File: config.mk
export PLATFORM = sky130hd
export DESIGN_NAME = dsp_top
export DESIGN_NICKNAME = d
export VERILOG_FILES = /design/src/hw/dsp_pkg.sv /design/src/hw/dsp_baud_if.sv /design/src/hw/dsp_baud.sv /design/src/hw/dsp_top.sv
export SDC_FILE = /design/constraint.sdc
export NUM_CORES = 1
export LEC_CHECK = 0
export ABC_AREA = 1
export ABC_CLOCK_PERIOD_IN_PS = 1500
export BUFFER_PORTS_ARGS = -buffer_cell sky130_fd_sc_hd__buf_4
export CAP_MARGIN = 30
export CORE_UTILIZATION = 44
export CTS_CLUSTER_DIAMETER = 40
export CTS_CLUSTER_SIZE = 30
export DETAILED_ROUTE_END_ITERATION = 8
export PLACE_DENSITY = 0.71
export SLEW_MARGIN = 20
export SYNTH_ARGS = -nofsm -noshare
export SYNTH_HDL_FRONTEND = slang
export SYNTH_HIERARCHICAL = 1
export SYNTH_SLANG_ARGS = --single-unit
File: constraint.sdc
create_clock -name CORE_CLK -period 1.5 [get_ports CORE_CLK]
set_input_delay 0.15 -clock CORE_CLK [delete_from_list [all_inputs] [get_ports CORE_CLK]]
set_output_delay 0.15 -clock CORE_CLK [all_outputs]
set_load 0.02 [all_outputs]
File: src/hw/dsp_pkg.sv
// Purpose: Shared constants and types of the debug serial port
// Assumes: One core clock; the debug pin is already synchronous to it
// Notes:   Bit period is learned from the first character, not configured
package dsp_pkg;

  // Measurement counter and derived bit period widths
  localparam int unsigned MEAS_W = 16;
  localparam int unsigned PER_W  = 13;
  // The first character is 0x80: start plus seven zero bits, eight low bits
  localparam int unsigned AUTOBAUD_SHIFT = 3;
  // Shortest period accepted, in core clocks per bit
  localparam logic [PER_W-1:0] MIN_PERIOD = 13'h0004;
  localparam logic [MEAS_W-1:0] MEAS_MAX = 16'hFFFF;

  localparam logic [2:0] LAST_DATA_BIT = 3'h7;
  localparam logic [3:0] TX_FRAME_BITS = 4'hA;

  // Reset values
  localparam logic       MODE_RST   = 1'b0;
  localparam logic [9:0] TX_SH_IDLE = 10'h3FF;

  typedef enum logic [1:0] {
    B_WAIT_HIGH = 2'b00,
    B_WAIT_FALL = 2'b01,
    B_MEAS      = 2'b10,
    B_LOCK      = 2'b11
  } dsp_baud_e;

  typedef enum logic [1:0] {
    R_IDLE  = 2'b00,
    R_START = 2'b01,
    R_DATA  = 2'b10,
    R_STOP  = 2'b11
  } dsp_rx_e;

endpackage

File: src/hw/dsp_baud_if.sv
// Purpose: Carrier between the link logic and the baud detector
// Assumes: Both ends run on the core clock
// Notes:   Period is valid only while locked is high
`timescale 1ns/1ps
`default_nettype none
interface dsp_baud_if;
  import dsp_pkg::*;
  logic             pin;
  logic             clr;
  logic [PER_W-1:0] period;
  logic             locked;

  modport baud (input pin, input clr, output period, output locked);
  modport user (output pin, output clr, input period, input locked);
endinterface
`default_nettype wire

File: src/hw/dsp_baud.sv
// Purpose: Auto-baud detector and generator period source
// Assumes: Host opens with character 0x80, eight low bit times
// Notes:   Stays idle after reset or clear until the pin idles high first
`timescale 1ns/1ps
`default_nettype none
module dsp_baud
  import dsp_pkg::*;
(
  input  wire logic CORE_CLK,
  input  wire logic RSTN,
  dsp_baud_if.baud  bi
);

  dsp_baud_e         st_q,  st_d;
  logic [MEAS_W-1:0] cnt_q, cnt_d;
  logic [PER_W-1:0]  per_q, per_d;
  logic [PER_W-1:0]  meas_per;

  assign meas_per  = cnt_q[MEAS_W-1:AUTOBAUD_SHIFT];
  assign bi.period = per_q;
  assign bi.locked = (st_q == B_LOCK);

  always_comb begin
    st_d  = st_q;
    cnt_d = cnt_q;
    per_d = per_q;
    case (st_q)
      // A low pin at release is not a start bit; wait for idle first
      B_WAIT_HIGH: if (bi.pin) st_d = B_WAIT_FALL;
      B_WAIT_FALL: begin
        cnt_d = '0;
        // The falling-edge sample is already the first low cycle of the run
        if (!bi.pin) begin
          st_d  = B_MEAS;
          cnt_d = 16'h0001;
        end
      end
      B_MEAS: begin
        if (!bi.pin) begin
          if (cnt_q != MEAS_MAX) cnt_d = cnt_q + 16'h0001;
        end else if (meas_per >= MIN_PERIOD) begin
          per_d = meas_per;
          st_d  = B_LOCK;
        end else begin
          st_d = B_WAIT_FALL;
        end
      end
      B_LOCK:  st_d = B_LOCK;
      default: st_d = B_WAIT_HIGH;
    endcase
    if (bi.clr) st_d = B_WAIT_HIGH;
  end

  always_ff @(posedge CORE_CLK) begin
    if (!RSTN) begin
      st_q  <= B_WAIT_HIGH;
      cnt_q <= '0;
      per_q <= MIN_PERIOD;
    end else begin
      st_q  <= st_d;
      cnt_q <= cnt_d;
      per_q <= per_d;
    end
  end
endmodule // dsp_baud
`default_nettype wire

File: src/hw/dsp_top.sv
// Purpose: One-wire debug serial link with auto-baud and debug mode state
// Assumes: All inputs synchronous to CORE_CLK; the host releases the pin
// Notes:   Half duplex; reception is ignored while the device transmits
`timescale 1ns/1ps
`default_nettype none
////////////////////////////////////////////////////////////////////////////////
module dsp_top
  import dsp_pkg::*;
(
  input  wire logic       CORE_CLK,
  input  wire logic       RSTN,
  input  wire logic       DBG_PIN_I,
  output var  logic       DBG_PIN_O,
  output var  logic       DBG_PIN_OE,
  input  wire logic       RST_POR,
  input  wire logic       RST_BOR,
  input  wire logic       RST_WDT,
  input  wire logic       EXT_RESET_N,
  input  wire logic       STOP_MODE,
  input  wire logic       MODE_WR,
  input  wire logic       MODE_WDATA,
  output var  logic       DEBUG_MODE,
  output var  logic       SYS_RESET_REQ,
  output var  logic [7:0] RX_DATA,
  output var  logic       RX_VALID,
  input  wire logic [7:0] TX_DATA,
  input  wire logic       TX_VALID,
  output var  logic       TX_READY
);

  dsp_baud_if bif ();

  dsp_baud u_baud (
    .CORE_CLK (CORE_CLK),
    .RSTN     (RSTN),
    .bi       (bif.baud)
  );

  ////////////////////////////////////////////////////////////////////////////
  // Debug mode and reset-driven exits

  logic mode_q, mode_d;
  logic srst_q, srst_d;
  logic stop_rst;
  logic leave_rst;
  logic lock_q;

  assign stop_rst  = STOP_MODE && !DBG_PIN_I;
  assign leave_rst = RST_POR || RST_BOR || RST_WDT || !EXT_RESET_N || stop_rst;
  assign bif.pin   = DBG_PIN_I;
  // Any reset source drops the learned rate so the link idles again
  assign bif.clr   = leave_rst;

  always_comb begin
    srst_d = stop_rst;
    mode_d = mode_q;
    if (bif.locked && !lock_q) mode_d = 1'b1;
    if (MODE_WR) mode_d = MODE_WDATA;
    if (RST_POR || RST_BOR || RST_WDT) mode_d = 1'b0;
    if (!EXT_RESET_N) mode_d = 1'b0;
    if (stop_rst) mode_d = 1'b0;
  end

  always_ff @(posedge CORE_CLK) begin
    if (!RSTN) begin
      mode_q <= MODE_RST;
      srst_q <= 1'b0;
      lock_q <= 1'b0;
    end else begin
      mode_q <= mode_d;
      srst_q <= srst_d;
      lock_q <= bif.locked;
    end
  end

  assign DEBUG_MODE    = mode_q;
  assign SYS_RESET_REQ = srst_q;

  ////////////////////////////////////////////////////////////////////////////
  // Receiver

  dsp_rx_e          rx_st_q,  rx_st_d;
  logic [PER_W-1:0] rx_cnt_q, rx_cnt_d;
  logic [2:0]       rx_bit_q, rx_bit_d;
  logic [7:0]       rx_sh_q,  rx_sh_d;
  logic             rx_vld_q, rx_vld_d;
  logic             pin_prev_q;
  logic             tx_take;
  logic             tx_busy_q, tx_busy_d;

  always_comb begin
    rx_st_d  = rx_st_q;
    rx_cnt_d = rx_cnt_q;
    rx_bit_d = rx_bit_q;
    rx_sh_d  = rx_sh_q;
    rx_vld_d = 1'b0;
    if (rx_cnt_q != '0) rx_cnt_d = rx_cnt_q - 13'h0001;
    case (rx_st_q)
      R_IDLE: begin
        // Own transmission echoes on the pin, so never start under it
        if (bif.locked && pin_prev_q && !DBG_PIN_I && !tx_busy_q && !tx_take) begin
          rx_st_d  = R_START;
          rx_cnt_d = {1'b0, bif.period[PER_W-1:1]};
        end
      end
      R_START: begin
        if (rx_cnt_q == '0) begin
          rx_cnt_d = bif.period - 13'h0001;
          rx_bit_d = '0;
          // A glitch shorter than half a bit is not a start bit
          rx_st_d  = DBG_PIN_I ? R_IDLE : R_DATA;
        end
      end
      R_DATA: begin
        if (rx_cnt_q == '0) begin
          rx_sh_d  = {DBG_PIN_I, rx_sh_q[7:1]};
          rx_cnt_d = bif.period - 13'h0001;
          rx_bit_d = rx_bit_q + 3'h1;
          if (rx_bit_q == LAST_DATA_BIT) rx_st_d = R_STOP;
        end
      end
      R_STOP: begin
        if (rx_cnt_q == '0) begin
          rx_vld_d = DBG_PIN_I;
          rx_st_d  = R_IDLE;
        end
      end
      default: rx_st_d = R_IDLE;
    endcase
    // A stop sample landing as the rate is dropped must not leak a byte
    if (!bif.locked) begin
      rx_st_d  = R_IDLE;
      rx_vld_d = 1'b0;
    end
  end

  always_ff @(posedge CORE_CLK) begin
    if (!RSTN) begin
      rx_st_q    <= R_IDLE;
      rx_cnt_q   <= '0;
      rx_bit_q   <= '0;
      rx_sh_q    <= '0;
      rx_vld_q   <= 1'b0;
      pin_prev_q <= 1'b1;
    end else begin
      rx_st_q    <= rx_st_d;
      rx_cnt_q   <= rx_cnt_d;
      rx_bit_q   <= rx_bit_d;
      rx_sh_q    <= rx_sh_d;
      rx_vld_q   <= rx_vld_d;
      pin_prev_q <= DBG_PIN_I;
    end
  end

  assign RX_DATA  = rx_sh_q;
  assign RX_VALID = rx_vld_q;

  ////////////////////////////////////////////////////////////////////////////
  // Transmitter

  logic [9:0]       tx_sh_q,  tx_sh_d;
  logic [PER_W-1:0] tx_cnt_q, tx_cnt_d;
  logic [3:0]       tx_bit_q, tx_bit_d;
  logic             tx_rdy_q, tx_rdy_d;

  // Taking a byte in the cycle RX_VALID pulses, one after the stop sample, gives the zero-gap reply
  assign tx_take = TX_VALID && TX_READY;

  always_comb begin
    tx_sh_d   = tx_sh_q;
    tx_cnt_d  = tx_cnt_q;
    tx_bit_d  = tx_bit_q;
    tx_busy_d = tx_busy_q;
    if (tx_take) begin
      tx_sh_d   = {1'b1, TX_DATA, 1'b0};
      tx_cnt_d  = bif.period - 13'h0001;
      tx_bit_d  = '0;
      tx_busy_d = 1'b1;
    end else if (tx_busy_q) begin
      if (tx_cnt_q != '0) begin
        tx_cnt_d = tx_cnt_q - 13'h0001;
      end else if (tx_bit_q == TX_FRAME_BITS - 4'h1) begin
        tx_busy_d = 1'b0;
        tx_sh_d   = TX_SH_IDLE;
      end else begin
        tx_sh_d  = {1'b1, tx_sh_q[9:1]};
        tx_cnt_d = bif.period - 13'h0001;
        tx_bit_d = tx_bit_q + 4'h1;
      end
    end
    if (!bif.locked) begin
      tx_busy_d = 1'b0;
      tx_sh_d   = TX_SH_IDLE;
    end
    // Ready only while idle on both directions and rate known
    tx_rdy_d = bif.locked && !bif.clr && !tx_busy_d && (rx_st_d == R_IDLE);
  end

  always_ff @(posedge CORE_CLK) begin
    if (!RSTN) begin
      tx_sh_q   <= TX_SH_IDLE;
      tx_cnt_q  <= '0;
      tx_bit_q  <= '0;
      tx_busy_q <= 1'b0;
      tx_rdy_q  <= 1'b0;
    end else begin
      tx_sh_q   <= tx_sh_d;
      tx_cnt_q  <= tx_cnt_d;
      tx_bit_q  <= tx_bit_d;
      tx_busy_q <= tx_busy_d;
      tx_rdy_q  <= tx_rdy_d;
    end
  end

  assign DBG_PIN_O  = tx_sh_q[0];
  assign DBG_PIN_OE = tx_busy_q;
  assign TX_READY   = tx_rdy_q;
endmodule // dsp_top
`default_nettype wire

* Word level (Yosys, flattened, before mapping)
Cells that the tools add are included. W data, S select, Z words.
Storage, ports and cells: logic and storage cells 134, bits of input ports 19, register bits after elaboration 91
Cells by class: order comparisons 1, bitwise operators 5, equal/unequal tests 18, add/subtract/negate cells 6, reductions and logical operators 47, multiplexer cells 39
Operator list (count):
- $mux W13 | 7
- $sub A13 B1 Y13 const B | 3
- $mux W9 | 4
- $mux W16 | 2
- $pmux W16 S2 | 1
- $pmux W13 S2 | 1
- $reduce_bool A13 Y1 | 2
- $mux W2 | 11
- $add A16 B1 Y16 const B | 1
- $ne A16 B16 Y1 const B | 1
- $pmux W2 S4 | 2
- $reduce_and A3 Y1 | 5
- $ne A2 B2 Y1 const B | 7
- $ge A13 B3 Y1 const B | 1
- $logic_not A13 Y1 | 1
- $logic_and A1 B1 Y1 | 10
- $reduce_and A2 Y1 | 5
- $eq A2 B2 Y1 const B | 4
- $mux W1 | 8
- $reduce_bool A2 Y1 | 4
- $logic_not A1 Y1 | 7
- $logic_not A2 Y1 | 3
- $mux W3 | 2
- $pmux W3 S2 | 1
- other kinds (13) | 23

* Longest topological paths before layout
Gate-level depths: netlist of run 1.
depth in word-level cells 10, depth in mapped cells 12

* Hierarchy
The synthesis of run 1 kept the hierarchy.
Modules (own cells, without submodules):
- dsp_top | instances 1, cells an instance 596, area an instance 3876.2 um^2
- dsp_baud | instances 1, cells an instance 259, area an instance 1746.7 um^2

* Worst setup path before layout of run 1
Ideal clock, no wire load.
path kind register -> register, from reg u_baud.cnt_q[0], to reg u_baud.cnt_q[10], data arrival time 1554 ps, clock period less this slack 1623 ps, setup time 69 ps, path slack -123 ps, path buffers 1, cell stages (with the launch flop) 11, cell sequence dfxtp_1 > ha_1 > nand2_2 > nor2_4 > nand2_4 > o21ai_4 > nand2_4 > nand2_8 > buf_12 > nand2_2 > a21oi_2
On the way: word-level cells in the longest chain between the ends 4, elaborated cells on any way between the ends 7, those cells by class add/sub (1); eq/ne (2); mux (3); reduce/logical (1)
RTL lines:
- start: declaration | RTL line dsp_baud.sv:15 | logic [MEAS_W-1:0] cnt_q, cnt_d;
- start signal: assignment | RTL line dsp_baud.sv:61 | cnt_q <= cnt_d;
- $add A16 B1 Y16 | RTL line dsp_baud.sv:40 | if (cnt_q != MEAS_MAX) cnt_d = cnt_q + 16'h0001;
- $mux W16 | RTL line dsp_baud.sv:40
- $mux W16 | RTL line dsp_baud.sv:39 | if (!bi.pin) begin
- $pmux W16 S2 | RTL line dsp_baud.sv:27 | case (st_q)
Parallel ways exist; a longest one is shown, timed or not. The select of a mux whose other input is x is not followed. A chain may end at the register's enable or synchronous reset.

* Final worst setup path of run 1
from reg tx_bit_q[1], to reg tx_cnt_q[4]
On the way: word-level cells in the longest chain between the ends 3
RTL lines:
- start: declaration | RTL line dsp_top.sv:163 | logic [3:0] tx_bit_q, tx_bit_d;
- start signal: assignment | RTL line dsp_top.sv:209 | tx_bit_q <= tx_bit_d;
- $eq A4 B4 Y1 | RTL line dsp_top.sv:182 | end else if (tx_bit_q == TX_FRAME_BITS - 4'h1) begin
- $ne A3 B3 Y1 (no line)
- $reduce_and A2 Y1 (no line)
- end signal: assignment | RTL line dsp_top.sv:208 | tx_cnt_q <= tx_cnt_d;
- end: declaration | RTL line dsp_top.sv:162 | logic [PER_W-1:0] tx_cnt_q, tx_cnt_d;
No other way between the ends.

==> results.sh, run 1 <==
export IMPL_fin_skew_ns=0.00877
export IMPL_p_leak_uw=0.00354
export IMPL_timing_final_crit_share_pct=104
export IMPL_utilization_pct=66.1
export IMPL_slew_headroom_pct=65.7
export IMPL_synth_nets=889
export IMPL_rrSetupSlack_ns=-0.07
export IMPL_power_density_nw_per_um2=950
export IMPL_hold_violations=0
export IMPL_pwr_share_seq_pct=34.7
export IMPL_start_util_pct=46.0
export IMPL_top_usage_layer="met2"
export IMPL_grtUsageMet1_pct=33.0
export IMPL_ys_seq_area_share_pct=32.0
export IMPL_crit_arrival_ns=1.80
export IMPL_overflow=0
export IMPL_path_max_fanout=5
export IMPL_antenna_cells=0
export IMPL_crit_required_ns=1.74
export IMPL_antenna_found_initial=0
export IMPL_first_global_vias=5366
export IMPL_ioPinCount=33
export IMPL_clk_pin_slew_ns=0.07
export IMPL_drive_gt1_share_pct=38.2
export IMPL_hold_end="DEBUG_MODE$_SDFFE_PP0P_"
export IMPL_net_switching_power_uw=2690
export IMPL_num_rows=40
export IMPL_layout_commonest_cell="nand2_1"
export IMPL_min_path_type="in -> reg"
export IMPL_min_delay_start="MODE_WR"
export IMPL_min_path_cells=2
export IMPL_power_frac_clock_pct=28.0
export IMPL_die_x_um=115
export IMPL_postRouteAntennaNets=0
export IMPL_end_kind="flip-flop"
export IMPL_gr_usage_met3_pct=3.80
export IMPL_grtUsageTotal_pct=24.5
export IMPL_grt_use_met2_pct=39.0
export IMPL_route_final_wire_length_um=16800
export IMPL_clockBufferDepth=2
export IMPL_port_buffers=32
export IMPL_coreArea_um2=12200
export IMPL_p_sw_share_pct=35.1
export IMPL_numCtsBuffers=9
export IMPL_crit_path_max_incr_delay_ns=0.32
export IMPL_violations="negative setup slack"
export IMPL_dpl_instance_area_um2=6770
export IMPL_ys_ff_latch=90
export IMPL_avgRoutedWirePerCell_um=14.1
export IMPL_tightest_slew_ns=0.514
export IMPL_final_cell_mix="nand2_1, buf_4, nor2_1, dfxtp_1, inv_1"
export IMPL_maxCapViolCount=0
export IMPL_synth_warnings=6
export IMPL_cts_tree="done"
export IMPL_grt_max_degree=28
export IMPL_cp_start_kind="flip-flop"
export IMPL_intPower_uw=4970
export IMPL_drtIter0Drc=379
export IMPL_insertion_delay_ns=0.35
export IMPL_syn2layout_area_growth_pct=43.5
export IMPL_ys_types=49
export IMPL_ir_worst_vdd_v=0.000577
export IMPL_comb_power_share_pct=37.3
export IMPL_first_pass_iters=5
export IMPL_worstReg2RegEnd="tx_cnt_q[4]$_SDFFE_PN0P_"
export IMPL_htreeDepth=3
export IMPL_cp_slowest_cell="dfxtp_2"
export IMPL_syn_area_per_cell_um2=6.58
export IMPL_final_nets=1046
export IMPL_critPathKind="reg -> reg"
export IMPL_critPathMostFrequentCell="buf_6"
export IMPL_dp_hpwl_um=11200
export IMPL_worst_r2r_cell_count=11
export IMPL_fin_ws_ns=-0.0651
export IMPL_grt_first_pass_wirelength_um=25600
export IMPL_setup_viol=37
export IMPL_root_buffer="clkbuf_16"
export IMPL_rsz0062_at_grt="yes"
export IMPL_cts_hold_buf=0
export IMPL_fmax_mhz=639
export IMPL_place_congestion=0.907
export IMPL_syn_inst=855
export IMPL_holdWs_ns=0.00984
export IMPL_cp_cell_sequence="inv_2, ha_4, nand3_4, nor2_4, nand3_2, nand2_2, clkinv_4, buf_6, buf_6, o211ai_1, a21oi_1"
export IMPL_via_per_inst=5.16
export IMPL_run_status="complete, but fails checks"
export IMPL_design_area_um2=8070
export IMPL_num_vias=6109
export IMPL_period_minus_slack_ns=1.57
export IMPL_drc=0
export IMPL_slew_viol_final=0
export IMPL_syn_area_um2=5620
export IMPL_die_area_um2=13200
export IMPL_r2r_start="tx_bit_q[1]$_SDFFE_PP0P_"
export IMPL_cts_sinks=90
export IMPL_die_y_um=115
[layout make-up]
type / instances / area [um2]
inverter: 90 / 358
fill: 1033 / 4150
clock inverter: 7 / 51.3
timing repair buffer: 166 / 1420
clock buffer: 9 / 225
sequential: 90 / 1830
tap: 168 / 210
multi-input combinational: 655 / 3980
[routing by layer]
metal | routed length, um | up-vias
li1 | - | 3093
met1 | 7660 | 2847
met2 | 8000 | 132
met3 | 664 | 37
met4 | 421 | 0
met5 | 0 | -
[metrics by stage]
step | total power (uW) | setup slack, ns | cells | setup TNS [ns]
after floorplan | 4220 | 0.00764 | 855 | 0
final | 7670 | -0.0651 | 1185 | -1.02
after CTS | 7440 | -0.0190 | 1170 | -0.0856
after global routing | 8070 | -0.134 | 1185 | -4.26
after global placement | 4950 | -0.0795 | 1139 | -1.04
after detailed placement | 4980 | -0.0892 | 1139 | -1.40
[cell families (layout without fill, tap and decap cells)]
kind of cell | count (synthesis) | count (layout) | share of synthesized area (%)
AND/OR/NAND/NOR | 484 | 486 | 39.2
AO/OA/AOI/OAI | 144 | 144 | 15.1
adder cells (fa/ha/maj) | 15 | 15 | 3.34
flip-flops | 90 | 90 | 32.0
buffers and inverters | 112 | 272 | 8.72
XOR/XNOR | 10 | 10 | 1.56
[power by group through the flow]
stage	sequential [uW]	combinational [uW]	clock (uW)
floorplan	2680	1540	0
global placement	2680	2280	0
detailed placement	2680	2300	0
CTS	2650	2600	2190
global route	2670	3120	2280
finish	2660	2860	2150
[how the worst max path moves through the flow]
stage	start	end	slack [ns]	depth (start not counted)
3_3_place_gp	rx_cnt_q[0]$_SDFF_PN0_	rx_cnt_q[7]$_SDFF_PN0_	-0.08	11
2_1_floorplan	u_baud/cnt_q[0]$_SDFFE_PN0P_	u_baud/cnt_q[10]$_SDFFE_PN0P_	0.008	10
5_1_grt	u_baud/cnt_q[1]$_SDFFE_PN0P_	u_baud/cnt_q[12]$_SDFFE_PN0P_	-0.13	9
4_1_cts	u_baud/cnt_q[1]$_SDFFE_PN0P_	u_baud/cnt_q[0]$_SDFFE_PN0P_	-0.02	9
3_5_place_dp	rx_cnt_q[0]$_SDFF_PN0_	rx_cnt_q[8]$_SDFF_PN0_	-0.09	11
6_report	tx_bit_q[1]$_SDFFE_PP0P_	tx_cnt_q[4]$_SDFFE_PN0P_	-0.07	11
[worst max-delay path: cells and delay by family, from the launching register on]
kind | cells | cell delay, ns
compound gates | 2 | 0.16
simple gates | 4 | 0.42
flops | 1 | 0.32
buf+inv | 4 | 0.41
fa+ha+maj | 1 | 0.14
[synthesized netlist by cell type (all sizes together)]
cell,instances,area (um2)
and2,2,12.5
nand3b,2,15.0
a2111oi,1,8.76
nand4,9,62.6
nor3,10,50.1
nand2,258,1060
xnor2,4,35.0
nand3,82,445
o211ai,9,67.6
xor2,6,52.6
a21oi,71,412
clkbuf,11,42.5
buf,11,109
nor3b,3,22.5
a21boi,1,7.51
o22ai,2,12.5
inv,88,330
a21o,3,22.5
ha,15,188
o21bai,5,37.5
a211oi,1,7.51
nor2,114,515
and3,1,6.26
or2,1,6.26
nor4,2,12.5
clkinv,2,8.75
dfxtp,90,1800
o21ai,51,274
[registers in the layout, indices dropped and copies added, names as in the netlist, 2 cells and up]
signal            flops
rx_st_q               2
u_baud/cnt_q         16
rx_bit_q              3
u_baud/bi.period     13
tx_cnt_q             13
rx_cnt_q             13
u_baud/st_q           2
tx_sh_q               9
tx_bit_q              4
RX_DATA               8
[timing repair]
item | 4_1_cts | 5_1_grt
gates resized for setup | 39 | 196
buffers inserted | 13 | 16
endpoints found under the setup margin | 52 | 70
pin swaps | 31 | 66
gates cloned | 2 | 1
(Power assumes the default switching activity.)
==> run 2, diff against run 1 <==
Settings changed: SYNTH_HIERARCHICAL 1 to unset.
==> run 2 against run 1 <==
Compared with the run above:
- the run now ends clean
- utilization shrank 3.0 points
- via count decreased by 2.9%
- clock skew grew 0.0051 ns
- sequential power rose by 2%
- worst hold slack improved by 0.032 ns
- critical endpoint is now TX_READY$_SDFF_PN0_
==> results.sh, run 2 <==
export IMPL_place_congestion=0.923
export IMPL_coreArea_um2=12100
export IMPL_grtUsageTotal_pct=23.4
export IMPL_dp_slack_ns=-0.145
export IMPL_fin_skew_ns=0.0139
export IMPL_cts_tree="done"
export IMPL_synth_nets=878
export IMPL_avgRoutedWirePerCell_um=13.6
export IMPL_num_vias=5933
export IMPL_syn2layout_area_growth_pct=38.8
export IMPL_hold_violations=0
export IMPL_via_per_inst=5.15
export IMPL_power_density_nw_per_um2=1090
export IMPL_synth_warnings=0
export IMPL_min_path_type="in -> reg"
export IMPL_num_rows=40
export IMPL_worstReg2RegEnd="TX_READY$_SDFF_PN0_"
export IMPL_startpoint="rx_cnt_q[4]$_SDFF_PN0_"
export IMPL_synth_edff_count=0
export IMPL_die_y_um=114
export IMPL_run_status="completed"
export IMPL_grt_first_pass_wirelength_um=24300
export IMPL_route_final_wire_length_um=15700
export IMPL_endpoint="TX_READY$_SDFF_PN0_"
export IMPL_design_area_um2=7600
export IMPL_drtIter0Drc=316
export IMPL_dp_hpwl_um=10700
export IMPL_period_minus_slack_ns=1.48
export IMPL_crit_arrival_ns=1.72
export IMPL_p_leak_uw=0.00345
export IMPL_setup_viol=0
export IMPL_start_util_pct=45.4
export IMPL_fin_setup_tns_ns=0
export IMPL_async_reset_ff_share_pct=0
export IMPL_overflow=0
export IMPL_crit_required_ns=1.74
export IMPL_top_register="u_baud.cnt_q"
export IMPL_utilization_pct=63.0
export IMPL_root_buffer="clkbuf_16"
export IMPL_cts_sinks=90
export IMPL_die_area_um2=12900
export IMPL_fmax_mhz=674
export IMPL_ys_types=41
export IMPL_end_kind="flip-flop"
export IMPL_numCtsBuffers=9
export IMPL_synth_top_cell_area_share_pct=32.9
export IMPL_die_x_um=114
export IMPL_clockBufferDepth=2
export IMPL_num_fill_cells=1007
export IMPL_first_pass_iters=5
export IMPL_slew_viol_final=0
export IMPL_largest_reg_flops=16
export IMPL_cp_start_kind="flip-flop"
export IMPL_r2r_start="rx_cnt_q[4]$_SDFF_PN0_"
export IMPL_ys_ff_latch=90
export IMPL_layout_commonest_cell="nand2_1"
export IMPL_grt_max_degree=26
export IMPL_ir_worst_vdd_v=0.000679
export IMPL_ys_seq_area_share_pct=32.9
export IMPL_syn_inst=844
export IMPL_synth_ff_type="dfxtp_1"
export IMPL_rrSetupSlack_ns=0.02
export IMPL_syn_area_um2=5480
export IMPL_dpl_instance_area_um2=6550
export IMPL_holdWs_ns=0.0416
export IMPL_ys_top_cells_by_area="dfxtp_1, nand2_1, nor2_1"
export IMPL_first_global_vias=5319
export IMPL_timing_final_crit_share_pct=98.9
export IMPL_tightest_slew_ns=0.429
export IMPL_rsz0062_at_grt="yes"
export IMPL_slew_headroom_pct=71.2
export IMPL_synth_common_cells="nand2_1, nor2_1, dfxtp_1"
export IMPL_antenna_found_initial=0
export IMPL_port_buffers=32
export IMPL_drive_gt1_share_pct=34.0
export IMPL_final_nets=1012
export IMPL_clk_pin_slew_ns=0.07
export IMPL_final_cell_mix="nand2_1, buf_4, nor2_1, nand3_1, inv_1"
export IMPL_postRouteAntennaNets=0
export IMPL_htreeDepth=3
export IMPL_maxCapViolCount=0
export IMPL_ioPinCount=33
export IMPL_fin_ws_ns=0.0171
export IMPL_path_max_fanout=4
export IMPL_critPathKind="reg -> reg"
export IMPL_synth_most_common_cell="nand2_1"
export IMPL_worst_r2r_cell_count=9
export IMPL_antenna_cells=0
export IMPL_synth_top_cell_by_area="dfxtp_1"
export IMPL_syn_area_per_cell_um2=6.49
export IMPL_drc=0
export IMPL_insertion_delay_ns=0.35
==> run 2: report_power, final <==
part | switching (uW) | internal, uW
Clock | 1040 | 1300
Sequential | 147 | 2560
Combinational | 1870 | 1400
==> run 2: layer usage <==
| metal | part of all wire, % | vias up | routed length (um) | track usage [%] |
|---|---|---|---|---|
| met5 | 0 | - | 0 | 0 |
| met4 | 3.9 | 0 | 606 | 11.5 |
| met1 | 44 | 2717 | 6860 | 30.0 |
| met3 | 4.5 | 43 | 712 | 2.92 |
| met2 | 48 | 175 | 7520 | 38.8 |
| li1 | - | 2998 | - | - |
==> run 2: cell type report <==
cell class	instances	area [um2]	area share, %
Clock buffer	9	225	2.96
Clock inverter	7	76.3	1.00
Inverter	86	349	4.59
Multi-Input combinational cell	644	3720	48.9
Sequential cell	90	1840	24.2
Tap cell	168	210	2.76
Timing Repair Buffer	147	1190	15.6
==> run 2: cell families after synthesis <==
group,Yosys count,share of synthesized area (%)
buffers and inverters,111,9.04
and+or+nand+nor,483,39.1
xor gates and xnor gates,21,3.36
adders and majority gates,15,3.43
AOI/OAI and AO/OA,124,12.2
DFF,90,32.9
==> run 2: through the flow <==
step,instances,total power (uW)
3_5_place_dp,1117,5020
5_1_grt,1151,8760
6_report,1151,8320
4_1_cts,1136,7490
2_1_floorplan,844,4200
3_3_place_gp,1117,4990
==> run 2: worst min-delay path by stage <==
stage	startpoint	to	cells after the start
detailed placement	MODE_WR	DEBUG_MODE$_SDFFE_PP0P_	2
global route	TX_DATA[7]	tx_sh_q[8]$_SDFFE_PN1P_	3
floorplan	MODE_WR	DEBUG_MODE$_SDFFE_PP0P_	1
finish	TX_DATA[7]	tx_sh_q[8]$_SDFFE_PN1P_	3
CTS	DBG_PIN_I	pin_prev_q$_SDFF_PN1_	3
global placement	MODE_WR	DEBUG_MODE$_SDFFE_PP0P_	2
==> run 2: what timing repair did <==
item                                   in CTS  in global routing
setup endpoints to repair                  35                 77
pin swaps                                   9                 56
gates cloned                                0                  2
endpoints found under the hold margin       1                  0
resized for setup                          35                171
buffers inserted                            2                 13
hold buffers                                1                  0
==> run 2: critical path: stages (launching register included) <==
cell     delay, ns
dfxtp_2       0.34
nor2_4        0.16
nand2_2       0.10
nor3_2        0.20
buf_4         0.17
nand2_2       0.06
nand2_2       0.06
nand2_2       0.06
a21oi_2       0.14
nor2_1        0.07
==> run 3, diff against run 2 <==
Settings changed: CORE_MARGIN set to 4.
==> run 3 against run 2 <==
Compared with the run above:
- combinational power is 2% lower
- count of clock-buffer cells in the layout unchanged
- critical endpoint is now RX_DATA[7]$_SDFFE_PN0P_
- worst hold slack worse by 0.015 ns
- largest cell class unchanged
==> results.sh, run 3 (synthesis results as in run 2) <==
export IMPL_ioPinCount=33
export IMPL_crit_arrival_ns=1.75
export IMPL_dpl_instance_area_um2=6530
export IMPL_root_buffer="clkbuf_16"
export IMPL_via_per_inst=5.05
export IMPL_period_minus_slack_ns=1.47
export IMPL_slew_viol_final=0
export IMPL_clockBufferDepth=2
export IMPL_holdWs_ns=0.0269
export IMPL_power_density_nw_per_um2=1070
export IMPL_cp_start_kind="flip-flop"
export IMPL_cp_cell_sequence="nor2_4, nand2_4, nor2_4, nand2_4, nor2_2, buf_4, o21ai_0, a31oi_1"
export IMPL_start_util_pct=45.2
export IMPL_drc=0
export IMPL_design_area_um2=7710
export IMPL_grt_first_pass_wirelength_um=24600
export IMPL_place_congestion=0.905
export IMPL_die_area_um2=14300
export IMPL_regArea_um2=1840
export IMPL_multiInputGateArea_um2=3830
export IMPL_path_max_fanout=6
export IMPL_port_buffers=32
export IMPL_grtUsageTotal_pct=20.9
export IMPL_grt_max_degree=24
export IMPL_slew_headroom_pct=72.2
export IMPL_num_vias=5833
export IMPL_route_final_wire_length_um=16000
export IMPL_critPathKind="reg -> reg"
export IMPL_setup_viol=0
export IMPL_syn2layout_area_growth_pct=40.7
export IMPL_clk_pin_slew_ns=0.07
export IMPL_overflow=0
export IMPL_antenna_cells=0
export IMPL_top_register="u_baud.cnt_q"
export IMPL_cts_sinks=90
export IMPL_maxCapViolCount=0
export IMPL_utilization_pct=63.6
export IMPL_rsz0062_at_grt="yes"
export IMPL_run_status="completed"
export IMPL_final_nets=1015
export IMPL_final_cell_mix="nand2_1, buf_4, nor2_1, nand3_1, dfxtp_1"
export IMPL_min_path_type="in -> reg"
export IMPL_fmax_mhz=679
export IMPL_num_rows=40
export IMPL_postRouteAntennaNets=0
export IMPL_p_total_uw=8210
export IMPL_dp_cells=1118
export IMPL_cts_tree="done"
export IMPL_avgRoutedWirePerCell_um=13.8
export IMPL_coreArea_um2=12100
export IMPL_first_pass_iters=5
export IMPL_hold_violations=0
export IMPL_dp_hpwl_um=10700
export IMPL_layout_commonest_cell="nand2_1"
export IMPL_end_kind="flip-flop"
export IMPL_drtIter0Drc=332
export IMPL_die_x_um=120
export IMPL_min_path_cells=3
export IMPL_final_cells=1154
export IMPL_die_y_um=120
export IMPL_largest_reg_flops=16
export IMPL_first_global_vias=5266
export IMPL_tightest_slew_ns=0.414
export IMPL_cp_slowest_cell="dfxtp_4"
export IMPL_drive_gt1_share_pct=36.4
export IMPL_num_fill_cells=1043
export IMPL_crit_required_ns=1.78
export IMPL_numCtsBuffers=9
export IMPL_worst_r2r_cell_count=8
export IMPL_fin_skew_ns=0.0105
export IMPL_htreeDepth=3
export IMPL_antenna_found_initial=0
export IMPL_p_leak_uw=0.00345
export IMPL_insertion_delay_ns=0.35
export IMPL_crit_path_max_incr_delay_ns=0.36
export IMPL_ir_worst_vdd_v=0.000625
export IMPL_timing_final_crit_share_pct=98.1
-- run 3: cell count changes in the layout (fill, tap and decap cells not counted), moves of 4 or more --
cell,change
a21oi_1,-7
inv_1,-4
inv_2,+4
o21ai_0,+4
nor2_2,+11
a21oi_2,+7
nor2_1,-8
-- run 3: repair_timing --
action,in CTS,in global routing
resized for setup,33,195
setup buffers,3,11
pin swaps,6,49
hold endpoints to repair,1,0
hold buffers,1,0
endpoints found under the setup margin,38,83
cloned,3,2
-- run 3: per-layer routing --
metal  up-vias  global-route usage, %  share of wire [%]
met5         -                      0                  0
met1      2675                   28.1                 45
met4         0                   8.16                2.3
li1       2997                      -                  -
met3        28                   2.50                4.4
met2       133                   34.2                 48
-- run 3: area by class of cell --
type | count | area share, %
inverter | 86 | 4.53
tap | 168 | 2.73
timing repair buffer | 147 | 15.3
sequential | 90 | 23.8
multi-input combinational | 646 | 49.7
clock buffer | 9 | 2.92
clock inverter | 7 | 0.860
timing repair inverter | 1 | 0.0974
-- run 3: worst paths after layout --
path | startpoint | to | slack (ns)
max | rx_cnt_q[7]$_SDFF_PN0_ | RX_DATA[7]$_SDFFE_PN0P_ | 0.03
min | TX_DATA[7] | tx_sh_q[8]$_SDFFE_PN1P_ | 0.03
max reg2reg | rx_cnt_q[7]$_SDFF_PN0_ | RX_DATA[7]$_SDFFE_PN0P_ | 0.03
min reg2reg | rx_bit_q[0]$_SDFFE_PN0P_ | rx_bit_q[0]$_SDFFE_PN0P_ | 0.47
-- run 3: critical path, delay by kind of cell (launching register included) --
kind / cells / cell delay [ns]
simple gates: 5 / 0.62
flops: 1 / 0.36
compound gates: 2 / 0.26
buf+inv: 1 / 0.16
-- run 3: stage by stage --
step                worst slack [ns]   TNS, ns
floorplan                    0.00761         0
global placement              -0.127    -0.718
detailed placement            -0.163     -1.77
CTS                         -0.00289  -0.00289
global route                 -0.0594    -0.998
finish                        0.0280         0
-- run 3: power by group --
group | leakage, uW | switching [uW] | internal, uW
sequential | 0.000741 | 147 | 2550
clock | 0.000145 | 1120 | 1170
combinational | 0.00256 | 1850 | 1370
total | 0.00345 | 3120 | 5090
